File: config.mk
export PLATFORM = sky130hd
export DESIGN_NAME = rvp_top
export DESIGN_NICKNAME = d
export VERILOG_FILES = /design/src/rtl/rvp_pkg.sv /design/src/rtl/rvp_prio_if.sv /design/src/rtl/rvp_top.sv /design/src/rtl/rvp_prio.sv
export SDC_FILE = /design/constraint.sdc
export NUM_CORES = 1
export LEC_CHECK = 0
export ABC_CLOCK_PERIOD_IN_PS = 2300
export BUFFER_PORTS_ARGS = -buffer_cell sky130_fd_sc_hd__buf_4
export CORE_MARGIN = 5
export CORE_UTILIZATION = 50
export CTS_BUF_LIST = sky130_fd_sc_hd__clkbuf_2 sky130_fd_sc_hd__clkbuf_4 sky130_fd_sc_hd__clkbuf_8
export DETAILED_ROUTE_END_ITERATION = 12
export PLACE_DENSITY = 0.75
export SLEW_MARGIN = 0
export SYNTH_ARGS = -nofsm -noshare
export SYNTH_HDL_FRONTEND = slang
export SYNTH_SLANG_ARGS = --single-unit
File: constraint.sdc
create_clock -name pclk -period 2.3 [get_ports pclk]
set_clock_uncertainty 0.1 [all_clocks]
set_input_delay 0.115 -clock pclk [delete_from_list [all_inputs] [get_ports pclk]]
set_output_delay 0.115 -clock pclk [all_outputs]
set_load 0.03 [all_outputs]
File: src/rtl/rvp_pkg.sv
package rvp_pkg;

  // register map, byte addresses on the 32-bit bus
  localparam logic [7:0] REG_EDGE_SEL = 8'h00;
  localparam logic [7:0] REG_ENABLE   = 8'h04;
  localparam logic [7:0] REG_FLAGS    = 8'h08;
  localparam logic [7:0] REG_STATUS   = 8'h0C;

  // reset values
  localparam logic [4:0]  EDGE_SEL_RST = 5'h00;
  localparam logic [12:0] ENABLE_RST   = 13'h0000;
  localparam logic [12:0] FLAGS_RST    = 13'h0000;

  // source counts
  localparam int N_IRQ   = 5;
  localparam int N_WAKE  = 8;
  localparam int N_EXT   = 13;
  localparam int N_INT   = 20;
  localparam int N_LINES = 17;
  localparam int N_SYNC  = 15;

  // synchroniser bit positions
  localparam int SY_CLEAR = 0;
  localparam int SY_MODE  = 1;
  localparam int SY_IRQ   = 2;
  localparam int SY_WAKE  = 7;

  // external flag / enable positions
  localparam int EXT_IRQ  = 0;
  localparam int EXT_WAKE = 5;

  // internal source positions on the peripheral request bus
  localparam int INT_SER1  = 0;
  localparam int INT_TA    = 1;
  localparam int INT_TB    = 2;
  localparam int INT_TC    = 3;
  localparam int INT_FL    = 4;
  localparam int INT_FH    = 6;
  localparam int INT_TG    = 8;
  localparam int INT_SER2  = 10;
  localparam int INT_SER3  = 12;
  localparam int INT_AD    = 18;
  localparam int INT_DT    = 19;

  // request line positions; line k is vector VEC_FIRST + k
  localparam int LN_IRQ0 = 0;
  localparam int LN_WAKE = 5;
  localparam int LN_SER1 = 6;
  localparam int LN_TA   = 7;
  localparam int LN_TB   = 8;
  localparam int LN_TC   = 9;
  localparam int LN_FL   = 10;
  localparam int LN_FH   = 11;
  localparam int LN_TG   = 12;
  localparam int LN_SER2 = 13;
  localparam int LN_SER3 = 14;
  localparam int LN_AD   = 15;
  localparam int LN_DT   = 16;

  // vectors
  localparam logic [4:0]  VEC_RESET = 5'h00;
  localparam logic [4:0]  VEC_FIRST = 5'h04;
  localparam logic [4:0]  VEC_WAKE  = 5'h09;
  localparam logic [4:0]  VEC_SER3  = 5'h12;
  localparam logic [4:0]  VEC_DT    = 5'h14;
  localparam logic [15:0] RSV_LO    = 16'h0002;
  localparam logic [15:0] RSV_HI    = 16'h0007;

  // cycles from boot-mode rise to reset release
  localparam int MODE_WAIT_CYC = 8192;

  typedef enum logic [2:0] {
    ST_HOLD,
    ST_WAIT_MODE,
    ST_COUNT,
    ST_INIT,
    ST_FETCH_HI,
    ST_FETCH_LO,
    ST_RUN
  } rvp_state_e;

endpackage

File: src/rtl/rvp_prio_if.sv
interface rvp_prio_if;
  logic [16:0] req;
  logic        hit;
  logic [4:0]  vec;
  modport src (output req, input hit, input vec);
  modport enc (input req, output hit, output vec);
endinterface

File: src/rtl/rvp_top.sv
// The APB slave port and the placing of the registers were chosen for this implementation.
module rvp_top #(
  parameter int MODE_WAIT = rvp_pkg::MODE_WAIT_CYC
) (
  // clock and reset
  input  wire logic        pclk,
  input  wire logic        presetn,
  // apb slave
  input  wire logic        psel,
  input  wire logic        penable,
  input  wire logic        pwrite,
  input  wire logic [7:0]  paddr,
  input  wire logic [31:0] pwdata,
  output logic      [31:0] prdata,
  output logic             pready,
  output logic             pslverr,
  // pins
  input  wire logic        chip_clear_pin_n,
  input  wire logic        boot_mode_pin,
  input  wire logic [4:0]  irq_pin,
  input  wire logic [7:0]  wake_pin_n,
  // peripheral requests, already flagged and enabled
  input  wire logic [19:0] periph_req,
  // cpu core
  input  wire logic        core_boundary,
  input  wire logic        core_mask_set,
  input  wire logic        core_mask_clr,
  output logic             cpu_hold,
  output logic             periph_rst_n,
  output logic             cond_imask,
  output logic             pc_load,
  output logic      [15:0] pc_value,
  output logic             int_ack,
  output logic      [4:0]  int_vec,
  // vector table read port, data valid while vec_rd is high
  output logic             vec_rd,
  output logic      [15:0] vec_addr,
  input  wire logic [7:0]  vec_rdata
);

  typedef struct packed {
    rvp_pkg::rvp_state_e state;
    logic [13:0] cnt;
    logic [14:0] s1;
    logic [14:0] s2;
    logic [12:0] prev;
    logic [4:0]  edge_sel;
    logic [12:0] enable;
    logic [12:0] flags;
    logic        imask;
    logic        first;
    logic        hold;
    logic        prst_n;
    logic [7:0]  hi;
    logic [15:0] pc;
    logic        pc_load;
    logic        rd;
    logic [15:0] addr;
    logic        ack;
    logic [4:0]  vec;
    logic [31:0] prdata;
    logic        pready;
    logic        pslverr;
  } rvp_regs_s;

  rvp_regs_s r_q;
  rvp_regs_s r_d;

  rvp_prio_if pif ();

  rvp_prio u_prio (
    .pif (pif)
  );

  logic [12:0] ext_ev;
  logic        clr_s;
  logic        mode_s;
  logic        accept;
  logic        setup;
  logic        wr_acc;

  assign clr_s  = r_q.s2[rvp_pkg::SY_CLEAR];
  assign mode_s = r_q.s2[rvp_pkg::SY_MODE];
  assign setup  = psel && !penable;
  assign wr_acc = psel && penable && r_q.pready && pwrite;

  // edge detection per external line
  for (genvar i = 0; i < rvp_pkg::N_IRQ; i++) begin : g_irq
    logic cur;
    logic old;
    assign cur = r_q.s2[rvp_pkg::SY_IRQ + i];
    assign old = r_q.prev[rvp_pkg::EXT_IRQ + i];
    assign ext_ev[rvp_pkg::EXT_IRQ + i] = r_q.edge_sel[i] ? (cur && !old)
                                                          : (!cur && old);
  end
  for (genvar i = 0; i < rvp_pkg::N_WAKE; i++) begin : g_wake
    assign ext_ev[rvp_pkg::EXT_WAKE + i] = !r_q.s2[rvp_pkg::SY_WAKE + i] &&
                                           r_q.prev[rvp_pkg::EXT_WAKE + i];
  end

  // request lines in priority order
  always_comb begin
    logic [12:0] pend;
    pend = r_q.flags & r_q.enable;
    pif.req = '0;
    pif.req[rvp_pkg::LN_IRQ0 +: 5] = pend[rvp_pkg::EXT_IRQ +: 5];
    pif.req[rvp_pkg::LN_WAKE] = |pend[rvp_pkg::EXT_WAKE +: 8];
    pif.req[rvp_pkg::LN_SER1] = periph_req[rvp_pkg::INT_SER1];
    pif.req[rvp_pkg::LN_TA]   = periph_req[rvp_pkg::INT_TA];
    pif.req[rvp_pkg::LN_TB]   = periph_req[rvp_pkg::INT_TB];
    pif.req[rvp_pkg::LN_TC]   = periph_req[rvp_pkg::INT_TC];
    pif.req[rvp_pkg::LN_FL]   = |periph_req[rvp_pkg::INT_FL +: 2];
    pif.req[rvp_pkg::LN_FH]   = |periph_req[rvp_pkg::INT_FH +: 2];
    pif.req[rvp_pkg::LN_TG]   = |periph_req[rvp_pkg::INT_TG +: 2];
    pif.req[rvp_pkg::LN_SER2] = |periph_req[rvp_pkg::INT_SER2 +: 2];
    pif.req[rvp_pkg::LN_SER3] = |periph_req[rvp_pkg::INT_SER3 +: 6];
    pif.req[rvp_pkg::LN_AD]   = periph_req[rvp_pkg::INT_AD];
    pif.req[rvp_pkg::LN_DT]   = periph_req[rvp_pkg::INT_DT];
  end

  // accept only unmasked, after first instruction, at a boundary
  assign accept = (r_q.state == rvp_pkg::ST_RUN) && pif.hit && !r_q.imask
                  && !r_q.first && core_boundary;

  always_comb begin
    r_d = r_q;
    r_d.s1 = {wake_pin_n, irq_pin, boot_mode_pin, chip_clear_pin_n};
    r_d.s2 = r_q.s1;
    r_d.prev = {r_q.s2[rvp_pkg::SY_WAKE +: 8], r_q.s2[rvp_pkg::SY_IRQ +: 5]};
    r_d.pc_load = 1'b0;
    r_d.ack = 1'b0;
    r_d.rd = 1'b0;
    r_d.pready = setup;
    r_d.pslverr = 1'b0;

    // apb: read data and error prepared in the setup cycle
    if (setup) begin
      case (paddr)
        rvp_pkg::REG_EDGE_SEL: r_d.prdata = {27'h0000000, r_q.edge_sel};
        rvp_pkg::REG_ENABLE:   r_d.prdata = {19'h00000, r_q.enable};
        rvp_pkg::REG_FLAGS:    r_d.prdata = {19'h00000, r_q.flags};
        rvp_pkg::REG_STATUS:   r_d.prdata = {22'h000000, r_q.vec, r_q.hold, r_q.imask,
                                             r_q.state};
        default: begin
          r_d.prdata = 32'h00000000;
          r_d.pslverr = 1'b1;
        end
      endcase
    end
    if (wr_acc) begin
      case (paddr)
        rvp_pkg::REG_EDGE_SEL: r_d.edge_sel = pwdata[4:0];
        rvp_pkg::REG_ENABLE:   r_d.enable = pwdata[12:0];
        rvp_pkg::REG_FLAGS:    r_d.flags = r_q.flags & ~pwdata[12:0];
        default: ;
      endcase
    end
    // flags set regardless of the mask; set beats a same-cycle clear
    if (r_q.state != rvp_pkg::ST_HOLD) begin
      r_d.flags = r_d.flags | ext_ev;
    end

    // core updates to the mask bit, set wins
    if (r_q.state == rvp_pkg::ST_RUN) begin
      if (core_mask_set) begin
        r_d.imask = 1'b1;
      end else if (core_mask_clr) begin
        r_d.imask = 1'b0;
      end
      if (core_boundary) begin
        r_d.first = 1'b0;
      end
    end

    case (r_q.state)
      rvp_pkg::ST_HOLD: begin
        if (clr_s) begin
          r_d.state = mode_s ? rvp_pkg::ST_INIT : rvp_pkg::ST_WAIT_MODE;
        end
      end
      rvp_pkg::ST_WAIT_MODE: begin
        if (mode_s) begin
          r_d.state = rvp_pkg::ST_COUNT;
          r_d.cnt = 14'h0000;
        end
      end
      rvp_pkg::ST_COUNT: begin
        if (r_q.cnt == 14'(MODE_WAIT - 1)) begin
          r_d.state = rvp_pkg::ST_INIT;
        end else begin
          r_d.cnt = r_q.cnt + 14'h0001;
        end
      end
      rvp_pkg::ST_INIT: begin
        r_d.imask = 1'b1;
        r_d.first = 1'b1;
        r_d.prst_n = 1'b1;
        r_d.rd = 1'b1;
        r_d.addr = {10'h000, rvp_pkg::VEC_RESET, 1'b0};
        r_d.vec = rvp_pkg::VEC_RESET;
        r_d.state = rvp_pkg::ST_FETCH_HI;
      end
      rvp_pkg::ST_FETCH_HI: begin
        r_d.hi = vec_rdata;
        r_d.rd = 1'b1;
        r_d.addr = r_q.addr + 16'h0001;
        r_d.state = rvp_pkg::ST_FETCH_LO;
      end
      rvp_pkg::ST_FETCH_LO: begin
        r_d.pc = {r_q.hi, vec_rdata};
        r_d.pc_load = 1'b1;
        r_d.hold = 1'b0;
        r_d.state = rvp_pkg::ST_RUN;
      end
      rvp_pkg::ST_RUN: begin
        if (accept) begin
          r_d.imask = 1'b1;
          r_d.ack = 1'b1;
          r_d.vec = pif.vec;
          r_d.rd = 1'b1;
          r_d.addr = {10'h000, pif.vec, 1'b0};
          r_d.state = rvp_pkg::ST_FETCH_HI;
        end
      end
      default: r_d.state = rvp_pkg::ST_HOLD;
    endcase

    // chip clear overrides the state, core controls and writable registers; apb reads still answer
    if (!clr_s) begin
      r_d.state = rvp_pkg::ST_HOLD;
      r_d.hold = 1'b1;
      r_d.prst_n = 1'b0;
      r_d.imask = 1'b1;
      r_d.rd = 1'b0;
      r_d.ack = 1'b0;
      r_d.pc_load = 1'b0;
      r_d.edge_sel = rvp_pkg::EDGE_SEL_RST;
      r_d.enable = rvp_pkg::ENABLE_RST;
      r_d.flags = rvp_pkg::FLAGS_RST;
    end
  end

  always_ff @(posedge pclk or negedge presetn) begin
    if (!presetn) begin
      r_q <= '{state:    rvp_pkg::ST_HOLD,
               cnt:      14'h0000,
               s1:       15'h0000,
               s2:       15'h0000,
               prev:     13'h0000,
               edge_sel: rvp_pkg::EDGE_SEL_RST,
               enable:   rvp_pkg::ENABLE_RST,
               flags:    rvp_pkg::FLAGS_RST,
               imask:    1'b1,
               first:    1'b1,
               hold:     1'b1,
               prst_n:   1'b0,
               hi:       8'h00,
               pc:       16'h0000,
               pc_load:  1'b0,
               rd:       1'b0,
               addr:     16'h0000,
               ack:      1'b0,
               vec:      5'h00,
               prdata:   32'h00000000,
               pready:   1'b0,
               pslverr:  1'b0};
    end else begin
      r_q <= r_d;
    end
  end

  assign prdata       = r_q.prdata;
  assign pready       = r_q.pready;
  assign pslverr      = r_q.pslverr;
  assign cpu_hold     = r_q.hold;
  assign periph_rst_n = r_q.prst_n;
  assign cond_imask   = r_q.imask;
  assign pc_load      = r_q.pc_load;
  assign pc_value     = r_q.pc;
  assign int_ack      = r_q.ack;
  assign int_vec      = r_q.vec;
  assign vec_rd       = r_q.rd;
  assign vec_addr     = r_q.addr;
endmodule // rvp_top

File: src/rtl/rvp_prio.sv
module rvp_prio (
  // request lines in, winner out
  rvp_prio_if.enc pif
);

  // lowest line index wins: fixed descending priority
  always_comb begin
    pif.hit = 1'b0;
    pif.vec = rvp_pkg::VEC_RESET;
    for (int i = rvp_pkg::N_LINES - 1; i >= 0; i--) begin
      if (pif.req[i]) begin
        pif.hit = 1'b1;
        pif.vec = rvp_pkg::VEC_FIRST + 5'(i);
      end
    end
  end

endmodule // rvp_prio

==> reports/summary.txt <==
========================================================================================
Cell area reported after detailed placement                                    8140 um^2
Final critical-path share of the clock period                                      95.6%
Worst setup margin                                                              0.102 ns
Reg clk slew, reported paths                                                     0.08 ns
Req. time, crit path                                                             2.56 ns
Clk buf depth                                                                          2
Number of flops mapped to enable cells by yosys                                        0
Launching element type of the critical path                                   input port
Final Hold Vio Count                                                                   0
Launch instance of the worst register-to-register path                      r_q[103]$_DFFE_PN0P_
Library cell appearing most often on the critical path                      sky130_fd_sc_hd__dlygate4sd3_1
Least-Margin Pin Slew                                                           0.761 ns
Final ANT Viol Nets                                                                    0
FFs w/ async S/R, synth                                                             100%
Outcome                                                                     complete, no violations
Vias in the first global route                                                      5638
Final setup violation count                                                            0
Share of layout cells above drive strength 1                                       26.9%
Maximum number of pins on one net before global-route repair                          64
Number of primary I/O pins                                                           168
Chip height                                                                       131 um
Site row count                                                                        44
Synthesized instance count                                                           698
Clock network fraction of total power                                              31.1%
Floorplan die area                                                            17200 um^2
Mapped Avg Cell Area                                                           10.5 um^2
Inserted Clock Buffers                                                                17
Core area                                                                     14500 um^2
Worst Setup SP                                                                  paddr[0]
Top achievable clock speed                                                       455 MHz
Number of port buffers                                                               129
Capture point of the worst path                                             prdata[11]$_DFFE_PN0P_
Ys Warns                                                                               0
Setup TNS                                                                           0 ns
Peak supply drop                                                              0.000471 V
PwrDens                                                                      763 nW/um^2
Total power consumption of the routed design                                     6.88 mW
Slack of the worst reg-to-reg path                                               0.19 ns
Net switching component of the power                                             2.05 mW
List of cells traversed by the critical path                                dlygate4sd3_1, buf_4, nor2_1, dlygate4sd3_1, nand3_1, dlygate4sd3_1, o31ai_1
Post-route worst hold slack                                                    0.0487 ns
Number of antenna violations at the first check in global routing                      0
HPWL reported at the end of detailed placement                                  12600 um
Register area share after synthesis                                                53.8%
Sinks on Clock Net                                                                   158
Sw frac                                                                            29.9%
Final weighted congestion of routability-driven global placement                   0.870
Worst reg2reg endpoint                                                      int_vec[0]$_DFFE_PN0P_
Static leakage                                                                   4.17 nW
Overflow left after global routing                                                     0
Average routed wire per standard cell                                            17.3 um
Inserted Diodes                                                                        0
Number of nets in the final layout                                                   921
Longest individual stage delay on the worst path                                 0.61 ns
CTS tree                                                                           built
Worst Setup Path Type                                                          in -> reg
Worst setup EP type                                                            flip-flop
Post-layout min period                                                           2.20 ns
Via count                                                                           5608
First-iteration detailed-routing DRC count                                           461
#FFs+latches synth                                                                   158
Category of cells accounting for the largest share of critical-path delay   buffers and inverters
Clock Root Buffer                                                           sky130_fd_sc_hd__clkbuf_8
Setup repair after global routing missed its margin                                false
Buf/Inv on CP                                                                          4
Max transition margin                                                              49.3%
Fraction of power consumed by sequential logic                                     48.4%
Starting Density                                                                   50.8%
Cell-internal power                                                              4.82 mW
Worst reg2reg path depth                                                               6
Post-Route WL                                                                   17700 um
First-pass GRT wire length                                                      29100 um
Pre-antenna DRT Iters                                                                  6
Global routing usage summed across all routing layers                              20.7%
DRC                                                                                    0
Part of the total power dissipated in combinational logic                          20.6%
X dimension of the die                                                            131 um
Post-synth cell types                                                                 66
Finished Cell Area                                                             9020 um^2
Leading cell type in the layout, fill and taps excluded                     sky130_fd_sc_hd__dfrtp_1
Post-Synthesis Cell Area                                                       7350 um^2
Worst-path cell with the longest stage delay                                sky130_fd_sc_hd__dlygate4sd3_1
Path category of the worst min-delay check                                     in -> reg
Worst endpoint data arrival time                                                 2.45 ns
Commonest cells after routing, fill and taps aside                          sky130_fd_sc_hd__dfrtp_1 (154), sky130_fd_sc_hd__buf_4 (145), sky130_fd_sc_hd__nand2_1 (73), sky130_fd_sc_hd__nor2_1 (69), sky130_fd_sc_hd__dlygate4sd3_1 (45)
Post-placement worst setup slack                                                0.137 ns
Critical-path maximum fanout                                                           3
Routed vias/inst                                                                    5.47
Number of levels in the clock H-tree                                                   4
Postcts setup bufs                                                                     0
Signed area change from the synthesized netlist to the final layout                22.7%
Number of filler cells placed in the layout                                         1157
Number of slew-limit violations in the final report                                    0
Clock insertion delay at the later pin of the skew report                        0.45 ns
Most used DFF post-synth                                                    sky130_fd_sc_hd__dfrtp_1
Number of cells on the critical path                                                   7
Number of violations of the max-capacitance limit                                      0
========================================================================================
==> how the worst min path moves through the flow <==
stage / cells after the start / startpoint / slack (ns) / endpoint
4_1_cts: 4 / periph_req[19] / 0.01 / int_ack$_DFF_PN0_
3_5_place_dp: 1 / presetn / 0.05 / pc_value[8]$_DFFE_PN0N_
2_1_floorplan: 0 / presetn / -0.28 / clr_s$_DFF_PN0_
6_report: 4 / periph_req[19] / 0.05 / int_ack$_DFF_PN0_
5_1_grt: 4 / periph_req[19] / 0.04 / cond_imask$_DFF_PN1_
3_3_place_gp: 1 / presetn / 0.05 / pc_value[10]$_DFFE_PN0N_
==> worst min-delay path, delay by kind of cell <==
family                 cells  cell delay [ns]
buffers and inverters      1             0.11
AND/OR/NAND/NOR            2             0.23
AO/OA/AOI/OAI              1             0.10
==> cell families after synthesis <==
logic type | count (synthesis) | share of synthesized area (%)
xor gates and xnor gates | 8 | 0.953
muxes | 47 | 6.93
DFF | 158 | 53.8
other | 1 | 0.0510
AOI/OAI and AO/OA | 140 | 12.5
buffers and inverters | 106 | 9.19
adders and majority gates | 2 | 0.340
and+or+nand+nor | 236 | 16.2
==> per-layer routing <==
metal  GRT usage, %  vias up  share of wire [%]  wire [um]
met5              0        -                  0          0
met4           6.91        0                1.7        301
met3           5.47       22                7.2       1280
met2           32.7      203                 47       8330
met1           27.9     2759                 44       7790
li1               -     2624                  -          -
==> state kept, by name, indices dropped and copies added (netlist names) <==
| register | flops |
|---|---|
| periph_rst_n | 1 |
| pready | 1 |
| int_vec | 5 |
| clr_s | 1 |
| pc_value | 16 |
| cpu_hold | 1 |
| g_irq.cur | 5 |
| vec_addr | 16 |
| vec_rd | 1 |
| pslverr | 1 |
| int_ack | 1 |
| g_irq.old | 5 |
| r_d | 23 |
| cond_imask | 1 |
| mode_s | 1 |
| r_q | 65 |
| prdata | 13 |
| pc_load | 1 |
==> stage by stage <==
| stage | std cells | utilization, % |
|---|---|---|
| 3_5_place_dp | 948 | 56.2 |
| 3_3_place_gp | 948 | 56.2 |
| 2_1_floorplan | 716 | - |
| 4_1_cts | 1025 | 62.2 |
| 6_report | 1025 | 62.3 |
| 5_1_grt | 1025 | 62.3 |
==> synth_stat cells (4+ instances only) <==
| library cell | number | share of area [%] |
|---|---|---|
| sky130_fd_sc_hd__nor2_1 | 70 | 3.6 |
| sky130_fd_sc_hd__nor3b_1 | 11 | 1.1 |
| sky130_fd_sc_hd__xor2_1 | 7 | 0.83 |
| sky130_fd_sc_hd__o21ai_0 | 38 | 2.6 |
| sky130_fd_sc_hd__clkbuf_1 | 18 | 0.92 |
| sky130_fd_sc_hd__dfrtp_1 | 155 | 53 |
| sky130_fd_sc_hd__and3_1 | 11 | 0.94 |
| sky130_fd_sc_hd__nand2b_1 | 4 | 0.34 |
| sky130_fd_sc_hd__inv_1 | 5 | 0.26 |
| sky130_fd_sc_hd__a221oi_1 | 4 | 0.48 |
| sky130_fd_sc_hd__or3_1 | 7 | 0.60 |
| sky130_fd_sc_hd__nand4_1 | 9 | 0.77 |
| sky130_fd_sc_hd__buf_4 | 71 | 7.3 |
| sky130_fd_sc_hd__nand3_1 | 17 | 1.2 |
| sky130_fd_sc_hd__mux2i_1 | 25 | 3.4 |
| sky130_fd_sc_hd__a21boi_0 | 14 | 1.4 |
| sky130_fd_sc_hd__a22oi_1 | 9 | 0.92 |
| sky130_fd_sc_hd__o31ai_1 | 5 | 0.51 |
| sky130_fd_sc_hd__or3b_2 | 5 | 0.60 |
| sky130_fd_sc_hd__a21oi_1 | 21 | 1.4 |
| sky130_fd_sc_hd__nand2_1 | 73 | 3.7 |
| sky130_fd_sc_hd__nand3b_1 | 6 | 0.61 |
| sky130_fd_sc_hd__a31oi_1 | 8 | 0.68 |
| sky130_fd_sc_hd__o21a_1 | 15 | 1.5 |
| sky130_fd_sc_hd__mux2_2 | 21 | 3.2 |
| sky130_fd_sc_hd__buf_2 | 9 | 0.61 |
==> timing repair <==
item | in CTS | in global routing
setup endpoints to repair | 0 | 4
hold buffers | 45 | 0
gates resized for setup | 0 | 2
endpoints found under the hold margin | 129 | 0
==> cell type report <==
class,count,area [um^2],share of cell area [%]
flip-flops and latches,158,3960,43.9
multi-input cells,452,2790,31.0
repair buffers,193,1590,17.6
clock buffers,19,255,2.83
well taps,184,230,2.55
clock inverters,13,165,1.83
inverters,6,22.5,0.250
==> power by group through the flow <==
stage,registers [mW],clock network (mW),logic (mW)
after global placement,3.35,0,1.33
final,3.33,2.14,1.41
after detailed placement,3.38,0,1.36
after global routing,3.37,2.31,1.53
after floorplan,3.30,0,1.09
after CTS,3.32,2.18,1.43
(Power assumes the default switching activity.)
